### config.mk
export PLATFORM = sky130hd
export DESIGN_NAME = softstart_startup_sequencer
export DESIGN_NICKNAME = d
export VERILOG_FILES = /design/src/softstart_startup_sequencer.v
export VERILOG_INCLUDE_DIRS = /design/src
export SDC_FILE = /design/constraint.sdc
export NUM_CORES = 1
export LEC_CHECK = 0
export BUFFER_PORTS_ARGS = -buffer_cell sky130_fd_sc_hd__buf_4
export CORE_MARGIN = 2
export CORE_UTILIZATION = 64
export DETAILED_ROUTE_END_ITERATION = 8
export GPL_TIMING_DRIVEN = 0
export PLACE_DENSITY_LB_ADDON = 0.1
export SYNTH_ARGS = -nofsm -noshare
export SYNTH_HDL_FRONTEND = slang
export SYNTH_HIERARCHICAL = 1
export SYNTH_SLANG_ARGS = --single-unit
### constraint.sdc
create_clock -name ref_clk -period 7.7 [get_ports ref_clk]
set_input_delay 1.155 -clock ref_clk [delete_from_list [all_inputs] [get_ports ref_clk]]
set_output_delay 1.155 -clock ref_clk [all_outputs]
set_load 0.03 [all_outputs]
### src/softstart_defs.vh
// Constants for the startup and soft-start sequencer
`ifndef SOFTSTART_DEFS_VH
`define SOFTSTART_DEFS_VH
`define CLK_HZ 125000000
`define INITIAL_DELAY_NS 1400000
`define BOOT_HOLD_NS 85000
`define VID_VALIDATE_NS 500
`define GOOD_DELAY_FP_NS 440000
`define TABLE_MODE_DELAY_NS 1500000
`define GOOD_DELAY_TABLE_NS 2000000
`define STEP_RATE_HZ 330000
`define VID_SAMPLE_HZ 3000000
`define VID_STABLE_READS 2'h3
`define DAC_W 8
`define DAC_ZERO 8'h00
`define BOOT_LEVEL_CODE 8'hB0
`define NO_LOAD_CODE5 5'h1F
`define VID_W 6
`define CNT_W 24
`define MODE_FOUR_PERIOD 2'h0
`define MODE_TABLE5 2'h1
`define MODE_TABLE6 2'h2
`endif

### src/softstart_startup_sequencer.v
// Startup and soft-start sequencer for a two-phase regulator controller
`timescale 1ns/1ps
`include "softstart_defs.vh"
module softstart_startup_sequencer #(
	parameter INITIAL_DELAY_CYC = ((`INITIAL_DELAY_NS / 1000) * (`CLK_HZ / 1000000)),
	parameter BOOT_HOLD_CYC = ((`BOOT_HOLD_NS / 1000) * (`CLK_HZ / 1000000)),
	parameter GOOD_DELAY_FP_CYC = ((`GOOD_DELAY_FP_NS / 1000) * (`CLK_HZ / 1000000)),
	parameter TABLE_DELAY_CYC = ((`TABLE_MODE_DELAY_NS / 1000) * (`CLK_HZ / 1000000)),
	parameter GOOD_DELAY_TBL_CYC = ((`GOOD_DELAY_TABLE_NS / 1000) * (`CLK_HZ / 1000000)),
	parameter STEP_CYC = (`CLK_HZ / `STEP_RATE_HZ),
	parameter SAMPLE_CYC = (`CLK_HZ / `VID_SAMPLE_HZ)
) (
	input wire ref_clk,
	input wire rst_n,
	input wire clkEn,
	input wire biasReady,
	input wire driverSupplyReady,
	input wire enableAbove,
	input wire [1:0] dacMode,
	input wire [`VID_W-1:0] voltage_id_code,
	input wire [`DAC_W-1:0] vidTarget,
	input wire vidCodeValid,
	input wire ssPinGrounded,
	input wire ssOscTick,
	input wire feedback_senseAboveRef,
	output reg [`DAC_W-1:0] dacCode_r,
	output reg pwmOe_n_r,
	output reg drivesEnable_r,
	output reg power_good_out_r,
	output reg inShutdown_r
);
	localparam [7:0] ST_SHUT = 8'h01;
	localparam [7:0] ST_DELAY1 = 8'h02;
	localparam [7:0] ST_RAMP1 = 8'h04;
	localparam [7:0] ST_HOLD = 8'h08;
	localparam [7:0] ST_RAMP2 = 8'h10;
	localparam [7:0] ST_GOODWAIT = 8'h20;
	localparam [7:0] ST_RUN = 8'h40;
	localparam [7:0] ST_TBLDELAY = 8'h80;
	localparam VALIDATE_CYC = (`VID_VALIDATE_NS * (`CLK_HZ / 1000000) + 999) / 1000;

	reg [7:0] state_r;
	reg [7:0] state_nxt;
	reg [`CNT_W-1:0] cnt_r;
	reg [`CNT_W-1:0] cnt_nxt;
	reg [`DAC_W-1:0] dac_nxt;
	reg [`DAC_W-1:0] target_r;
	reg [`DAC_W-1:0] target_nxt;
	reg [`CNT_W-1:0] valCnt_r;
	reg [`DAC_W-1:0] vidLast_r;
	reg [1:0] sameCnt_r;
	reg [`DAC_W-1:0] vidStable_r;
	reg vidOk_r;
	reg reachedRef_r;
	reg reachedRef_nxt;
	wire qualified;
	wire noLoad;
	wire startOk;
	wire fourPeriod;
	wire stepTick;
	wire rampDone;
	wire fixedTick;
	wire smpTick;

	assign qualified = biasReady & driverSupplyReady & enableAbove;
	assign noLoad = (dacMode == `MODE_TABLE5) && (voltage_id_code[4:0] == `NO_LOAD_CODE5);
	assign startOk = qualified & ~noLoad;
	assign fourPeriod = (dacMode == `MODE_FOUR_PERIOD);
	assign stepTick = (fourPeriod & ~ssPinGrounded) ? ssOscTick : fixedTick;
	assign rampDone = (dacCode_r == target_r);

	// Fixed step-rate pulse for grounded rate pin and table modes
	ss_tick_div #(
		.PERIOD(STEP_CYC),
		.W(`CNT_W)
	) stepDiv (
		.ref_clk(ref_clk),
		.rst_n(rst_n),
		.clkEn(clkEn),
		.tick_r(fixedTick)
	);

	// Code sampling pulse near 3 MHz
	ss_tick_div #(
		.PERIOD(SAMPLE_CYC),
		.W(`CNT_W)
	) smpDiv (
		.ref_clk(ref_clk),
		.rst_n(rst_n),
		.clkEn(clkEn),
		.tick_r(smpTick)
	);

	// Code filter: three identical valid samples
	always @(posedge ref_clk or negedge rst_n) begin
		if (!rst_n) begin
			vidLast_r <= `DAC_ZERO;
			sameCnt_r <= 2'h0;
			vidStable_r <= `DAC_ZERO;
			vidOk_r <= 1'b0;
		end else if (clkEn && smpTick) begin
			vidLast_r <= vidTarget;
			if (!vidCodeValid) begin
				sameCnt_r <= 2'h0;
				vidOk_r <= 1'b0;
			end else if (vidTarget != vidLast_r) begin
				sameCnt_r <= 2'h1;
				vidOk_r <= 1'b0;
			end else if (sameCnt_r != `VID_STABLE_READS) begin
				sameCnt_r <= sameCnt_r + 2'h1;
				if (sameCnt_r + 2'h1 == `VID_STABLE_READS) begin
					vidStable_r <= vidTarget;
					vidOk_r <= 1'b1;
				end
			end
		end
	end

	// Validation time runs after the fixed hold, so the two add up
	always @(posedge ref_clk or negedge rst_n) begin
		if (!rst_n) begin
			valCnt_r <= 24'h00_0000;
		end else if (clkEn) begin
			if (!vidOk_r || state_r != ST_HOLD || cnt_r != BOOT_HOLD_CYC)
				valCnt_r <= 24'h00_0000;
			else if (valCnt_r != VALIDATE_CYC)
				valCnt_r <= valCnt_r + 24'h00_0001;
		end
	end

	always @* begin
		state_nxt = state_r;
		cnt_nxt = cnt_r;
		dac_nxt = dacCode_r;
		target_nxt = target_r;
		reachedRef_nxt = reachedRef_r | ~feedback_senseAboveRef;
		case (state_r)
			ST_SHUT: begin
				dac_nxt = `DAC_ZERO;
				reachedRef_nxt = 1'b0;
				cnt_nxt = 24'h00_0000;
				if (startOk) begin
					if (fourPeriod) begin
						state_nxt = ST_DELAY1;
					end else begin
						target_nxt = vidStable_r;
						if (vidOk_r == 1'b0)
							target_nxt = vidTarget;
						state_nxt = ST_TBLDELAY;
					end
				end
			end
			ST_DELAY1: begin
				cnt_nxt = cnt_r + 24'h00_0001;
				if (cnt_r == INITIAL_DELAY_CYC - 1) begin
					cnt_nxt = 24'h00_0000;
					target_nxt = `BOOT_LEVEL_CODE;
					state_nxt = ST_RAMP1;
				end
			end
			ST_RAMP1: begin
				if (rampDone) begin
					state_nxt = ST_HOLD;
					cnt_nxt = 24'h00_0000;
				end else if (stepTick) begin
					dac_nxt = dacCode_r + 8'h01;
				end
			end
			ST_HOLD: begin
				if (cnt_r != BOOT_HOLD_CYC)
					cnt_nxt = cnt_r + 24'h00_0001;
				if (cnt_r == BOOT_HOLD_CYC && valCnt_r == VALIDATE_CYC) begin
					target_nxt = vidStable_r;
					state_nxt = ST_RAMP2;
				end
			end
			ST_RAMP2, ST_TBLDELAY: begin
				if (state_r == ST_TBLDELAY && cnt_r != TABLE_DELAY_CYC - 1) begin
					cnt_nxt = cnt_r + 24'h00_0001;
				end else if (rampDone) begin
					state_nxt = ST_GOODWAIT;
					cnt_nxt = 24'h00_0000;
				end else if (stepTick) begin
					if (dacCode_r < target_r)
						dac_nxt = dacCode_r + 8'h01;
					else
						dac_nxt = dacCode_r - 8'h01;
				end
			end
			ST_GOODWAIT: begin
				reachedRef_nxt = 1'b1;
				cnt_nxt = cnt_r + 24'h00_0001;
				if ((fourPeriod && cnt_r == GOOD_DELAY_FP_CYC - 1) ||
					(!fourPeriod && cnt_r == GOOD_DELAY_TBL_CYC - 1))
					state_nxt = ST_RUN;
			end
			ST_RUN: begin
				reachedRef_nxt = 1'b1;
			end
			default: begin
				state_nxt = ST_SHUT;
			end
		endcase
		if (!qualified)
			state_nxt = ST_SHUT;
	end

	always @(posedge ref_clk or negedge rst_n) begin
		if (!rst_n) begin
			state_r <= ST_SHUT;
			cnt_r <= 24'h00_0000;
			dacCode_r <= `DAC_ZERO;
			target_r <= `DAC_ZERO;
			reachedRef_r <= 1'b0;
		end else if (clkEn) begin
			state_r <= state_nxt;
			cnt_r <= cnt_nxt;
			dacCode_r <= dac_nxt;
			target_r <= target_nxt;
			reachedRef_r <= reachedRef_nxt;
		end
	end

	// Status outputs follow the next state so each leaves a flop directly
	always @(posedge ref_clk or negedge rst_n) begin
		if (!rst_n) begin
			inShutdown_r <= 1'b1;
		end else if (clkEn) begin
			inShutdown_r <= (state_nxt == ST_SHUT);
		end
	end

	always @(posedge ref_clk or negedge rst_n) begin
		if (!rst_n) begin
			pwmOe_n_r <= 1'b1;
		end else if (clkEn) begin
			pwmOe_n_r <= (state_nxt == ST_SHUT);
		end
	end

	always @(posedge ref_clk or negedge rst_n) begin
		if (!rst_n) begin
			drivesEnable_r <= 1'b0;
		end else if (clkEn) begin
			drivesEnable_r <= (state_nxt != ST_SHUT) & reachedRef_nxt;
		end
	end

	always @(posedge ref_clk or negedge rst_n) begin
		if (!rst_n) begin
			power_good_out_r <= 1'b0;
		end else if (clkEn) begin
			power_good_out_r <= (state_nxt == ST_RUN);
		end
	end
endmodule

// Free-running divider, one-cycle pulse per period
module ss_tick_div #(
	parameter PERIOD = (`CLK_HZ / `STEP_RATE_HZ),
	parameter W = `CNT_W
) (
	input wire ref_clk,
	input wire rst_n,
	input wire clkEn,
	output reg tick_r
);
	reg [W-1:0] cnt_r;

	always @(posedge ref_clk or negedge rst_n) begin
		if (!rst_n) begin
			cnt_r <= {W{1'b0}};
			tick_r <= 1'b0;
		end else if (clkEn) begin
			if (cnt_r == PERIOD - 1) begin
				cnt_r <= {W{1'b0}};
				tick_r <= 1'b1;
			end else begin
				cnt_r <= cnt_r + {{(W-1){1'b0}}, 1'b1};
				tick_r <= 1'b0;
			end
		end
	end
endmodule

-- Word-level counts from Yosys, hierarchy flattened
Index checks and enable logic that the tools add are counted.
- ROM bits: 0
- word-level logic and storage cells: 143
- flip-flop bits (word level): 145
- output and inout bits: 12
- bits in latches: 0
- memory bits (writable): 0
- bits of input ports: 26
- memories kept: 0
- equal/unequal tests: 40
- divide/modulo/power cells: 0
- muxes and demuxes: 43
- bitwise logic cells: 10
- order comparisons: 1
- reduce and logical (&&, ||, !) cells: 25
- shift-type cells: 0
- $add $sub $neg: 7
- $mul: 0
- operator list (operator ; count):
    $mux 24 ; 8
    $mux 8 ; 20
    $pmux 24 s6 ; 1
    $add 24x1->24 const B ; 4
    $pmux 8 s7 ; 1
    $eq 24x18->1 const B ; 2
    $eq 24x6->1 const B ; 2
    $pmux 8 s3 ; 2
    $eq 24x14->1 const B ; 1
    $eq 24x16->1 const B ; 1
    $eq 24x9->1 const B ; 1
    $ne 24x14->1 const B ; 1
    $ne 24x18->1 const B ; 1
    $ne 24x6->1 const B ; 1
    $ne 2x2->1 const B ; 11
    $eq 8x1->1 const B ; 2
    $eq 8x7->1 const B ; 2
    $add 8x1->8 const B ; 1
    $eq 8x2->1 const B ; 1
    $eq 8x3->1 const B ; 1
    $eq 8x4->1 const B ; 1
    $eq 8x5->1 const B ; 1
    $eq 8x6->1 const B ; 1
    $eq 8x8->1 ; 1
    other kinds (30) ; 58

-- Depth between registers and ports, before layout
- word-level depth: 9
- depth in mapped cells: 10
- gate-level depth less buffers: 8

-- Modules after synthesis
The synthesis kept the hierarchy.
- modules (own cells, without submodules) (module ; cells an instance ; area each (µm²) ; instances):
    softstart_startup_sequencer ; 674 ; 6062.1 ; 1
    ss_tick_div at stepDiv ; 117 ; 1244.9 ; 1
    ss_tick_div at smpDiv ; 111 ; 1192.4 ; 1

-- Least setup slack after synthesis
OpenSTA, ideal clock, no wires.
- path type: input to register
- from: input dacMode[1]
- to: register state_r[3]
- arrival: 2.573 ns
- stages: 6
- required time: 7.570 ns
- path slack: 4.996 ns
- path buffers: 0
- library setup time: 0.130 ns
- path through: nor4b_1 > nand4_1 > a2111oi_0 > o21ai_0 > o41ai_1 > a21oi_1
- cells in the longest elaborated chain, start to end: 7
- elaborated cells on any way between the ends: 13
- classes of those cells: eq/ne: 1; mux: 4; bitwise: 2; reduce/logical: 6
- ends and longest elaborated chain (what ; RTL line ; source):
    from (decl) ; softstart_startup_sequencer.v:19 ; input wire [1:0] dacMode,
    $eq 2x1->1 (no source line) or $logic_not 2->1 (tied branches) ; -- ;
    $logic_and 1x1->1 or $logic_not 1->1 (tied branches) ; softstart_startup_sequencer.v:66, softstart_startup_sequencer.v:194 ;
    $not 1->1 or $logic_and 1x1->1 (tied branches) ; softstart_startup_sequencer.v:67, softstart_startup_sequencer.v:194 ;
    $and 1x1->1 or $logic_or 1x1->1 (tied branches) ; softstart_startup_sequencer.v:67, softstart_startup_sequencer.v:193 ;
    $mux 8, on equally long branches ; softstart_startup_sequencer.v:142, softstart_startup_sequencer.v:193 ;
    $pmux 8 s7 (*) ; softstart_startup_sequencer.v:137 ; case (state_r)
    $mux 8 (*) ; softstart_startup_sequencer.v:204 ; if (!qualified)
    to (signal assigned) ; softstart_startup_sequencer.v:216 ; state_r <= state_nxt;
    to (decl) ; softstart_startup_sequencer.v:42 ; reg [7:0] state_r;
Mark *: on every way between the ends. The rest lies on a longest branch, timed or not.
A chain may end at the register's enable or synchronous reset.

==> flow_metrics.tcl <==
set metrics [dict create \
    status "finished, final reports clean" \
    postCtsSetupRepairBufs 0 \
    yosysSeqAreaShare 0.427 \
    slew_violations 0 \
    core-area_mm2 0.0131 \
    insertion_delay_ps 440 \
    io_buffers 36 \
    n_antenna_cell 0 \
    numClockSinks 145 \
    grt_use_total 0.315 \
    h-tree-depth 4 \
    clk_pin_slew_ps 70 \
    critPathLaunchType "flip-flop" \
    initial_core_util 0.650 \
    met3_length_um 1190 \
    vias_per_cell 6.42 \
    setup_tns_ps 0 \
    netlist_area_mm2 0.00850 \
    holdBufCountCts 0 \
    overflow 0 \
    p_per_area_mw_per_mm2 221 \
    finalPower_uw 2130 \
    wl_um 21200 \
    synth.most_common_cell "dfrtp_1" \
    worst_ep_arrival_time_ps 3630 \
    clock_path_buffers 2 \
    drt_pass1_iterations 7 \
    design.die.area_mm2 0.0142 \
    die_w_um 119 \
    cp_top_family "simple AND/OR/NAND/NOR gates" \
    crit_path_frequent_cell "nand3_1" \
    max_freq_mhz 301 \
    timing.rr.start "cnt_r[18]" \
    synthTopCellsByCount "dfrtp_1 (143), nand3_1 (72), nor2_1 (58)" \
    slowest_stage "nor4_1" \
    ctsResizeCount 0 \
    synth_top_area_frac 0.421 \
    synth-main-ff-cell "dfrtp_1" \
    cap_violations 0 \
    via_count 7366 \
    drtIter0Drc 762 \
    ios 38 \
    synth_edf_count 0 \
    yosys_warnings 6 \
    worst_setup_path_end_kind "flip-flop" \
    worst_clock_skew_ps 20.0 \
    synth_top_area_cell "dfrtp_1" \
    met1_length_um 9000 \
    cts_tree "built" \
    hold_start "smpDiv/cnt_r[23]" \
    gp_congestion 0.922 \
    place.detailed.hpwl_um 15000 \
    final_layout_size_suffix_gt1_frac 0.135 \
    relSlewSlack 0.318 \
    antenna_found_initial 0 \
    critPathKind "flip-flop to flip-flop" \
    finalHoldViolations 0 \
    path_max_fanout 10 \
    critical_path_buf_inv_count 1 \
    yosys-top-cells-area "dfrtp_1 (42%), xnor2_1 (5.6%), nand3_1 (4.2%), mux2_2 (3.2%), nand4_1 (2.9%)" \
    grt_pass1_vias 7476 \
    crit_chain "nor4_1 -> nand3_1 -> o2111ai_1 -> nand3_1 -> clkbuf_1 -> o211ai_1 -> nand3_1" \
    wire_per_inst_um 18.5 \
    ys_ff_latch 145 \
    synth_fp_nets 947 \
    syn_inst 902 \
    ir_drop_mv 0.216 \
    nNetsFinal 1003 \
    grt_start_max_net_pins 103 \
    required_ps 8010 \
    die-height_um 119 \
    setup-violations-final 0 \
    cts-buffers-inserted 17 \
    worst_slew_pin_slew_ps 1010 \
    period_needed_ps 3320 \
    routed.top_layer "met4" \
    synth_cell_type_count 73 \
    areaGrowthSynthToFinish_pct 13.6 \
    synthArstFlopShare 1.00 \
    period_share 0.432 \
    startpoint "cnt_r[18]" \
    rows 42 \
    postRouteAntennaNets 0 \
    avgSynthCellArea_um2 9.42 \
    wl_met2_um 10500 \
    hp-class "flip-flop to flip-flop" \
    drc 0 \
    cts_root_buf "clkbuf_16" \
    rsz0062_at_grt "false" \
    power.leakage_uw 0.00425 \
    max_stage_delay_ps 780 \
    grt_pass1_wl_um 36100 \
]
## cell type report
type | count | area [um2]
well taps | 176 | 220
plain buffers | 47 | 223
inverters | 37 | 139
clock inverters | 12 | 169
fillers | 921 | 3430
clock buffers | 20 | 467
multi-input cells | 673 | 4510
repair buffers | 37 | 302
flip-flops and latches | 145 | 3630
## per-layer routing
metal,vias to the layer above,global-route usage
li1,3450,-
met1,3638,0.408
met2,246,0.515
met3,32,0.0613
met4,0,0.141
met5,-,0
## cell families (layout without fill, tap and decap cells)
logic type | count (synthesis) | in the layout | share of synthesized area
and+or+nand+nor | 389 | 389 | 0.256
AOI/OAI and AO/OA | 159 | 159 | 0.128
muxes | 36 | 36 | 0.0461
buffers and inverters | 84 | 153 | 0.0425
xor gates and xnor gates | 69 | 69 | 0.0711
adders and majority gates | 20 | 20 | 0.0291
DFF | 145 | 145 | 0.427
## cell usage in the layout (no fill, tap or decap), types with 15 or more instances in the layout
cell type | netlist | routed
buf_4 | 7 | 42
clkbuf_1 | 27 | 27
nor4_1 | 22 | 22
nand3_1 | 72 | 72
nor2_1 | 58 | 58
and3_1 | 29 | 29
clkbuf_16 | 0 | 17
ha_1 | 19 | 19
nand2_1 | 57 | 57
xor2_1 | 15 | 15
o21ai_0 | 47 | 47
xnor2_1 | 54 | 54
nor3_1 | 33 | 33
a21oi_1 | 19 | 19
inv_1 | 37 | 37
nand4_1 | 40 | 40
mux2_2 | 24 | 24
dfrtp_1 | 143 | 143
## state kept, by name, indices dropped and copies added (netlist names)
name              flops
power_good_out_r      1
smpDiv/tick_r         1
pwmOe_n_r             1
target_r              8
drivesEnable_r        1
sameCnt_r             2
reachedRef_r          1
stepDiv/tick_r        1
state_r               8
stepDiv/cnt_r        24
dacCode_r             8
smpDiv/cnt_r         24
cnt_r                24
valCnt_r             24
vidLast_r             8
vidOk_r               1
vidStable_r           8
## stage by stage
stage                util  setup WS (ps)  std cells  instance area, um2  hold WS [ps]
global route        0.738           4200       1147                9660           502
CTS                 0.738           4570       1147                9660           483
detailed placement  0.689           4300       1115                9020           470
global placement    0.687           4370       1114                8990           464
floorplan               -           5000        902                8500           437
finish              0.738           4380       1147                9660           482
## final timing paths
kind                       slack (ps)          endpoint  depth (start not counted)
min                               480  smpDiv/cnt_r[23]                          1
max                              4380         cnt_r[17]                          7
min reg2reg                       480  smpDiv/cnt_r[23]                          1
max reg2reg                      4380         cnt_r[17]                          7
min in group asynchronous         650          cnt_r[5]                          1
max in group asynchronous        6210      sameCnt_r[0]                          2
## power by group
part	total (uW)	leakage, uW	switching [uW]	internal, uW
sequential	910	0.00196	67.3	843
clock	886	0.000306	343	543
combinational	335	0.00199	187	149
Note: power is estimated with default switching activity, not from simulation.
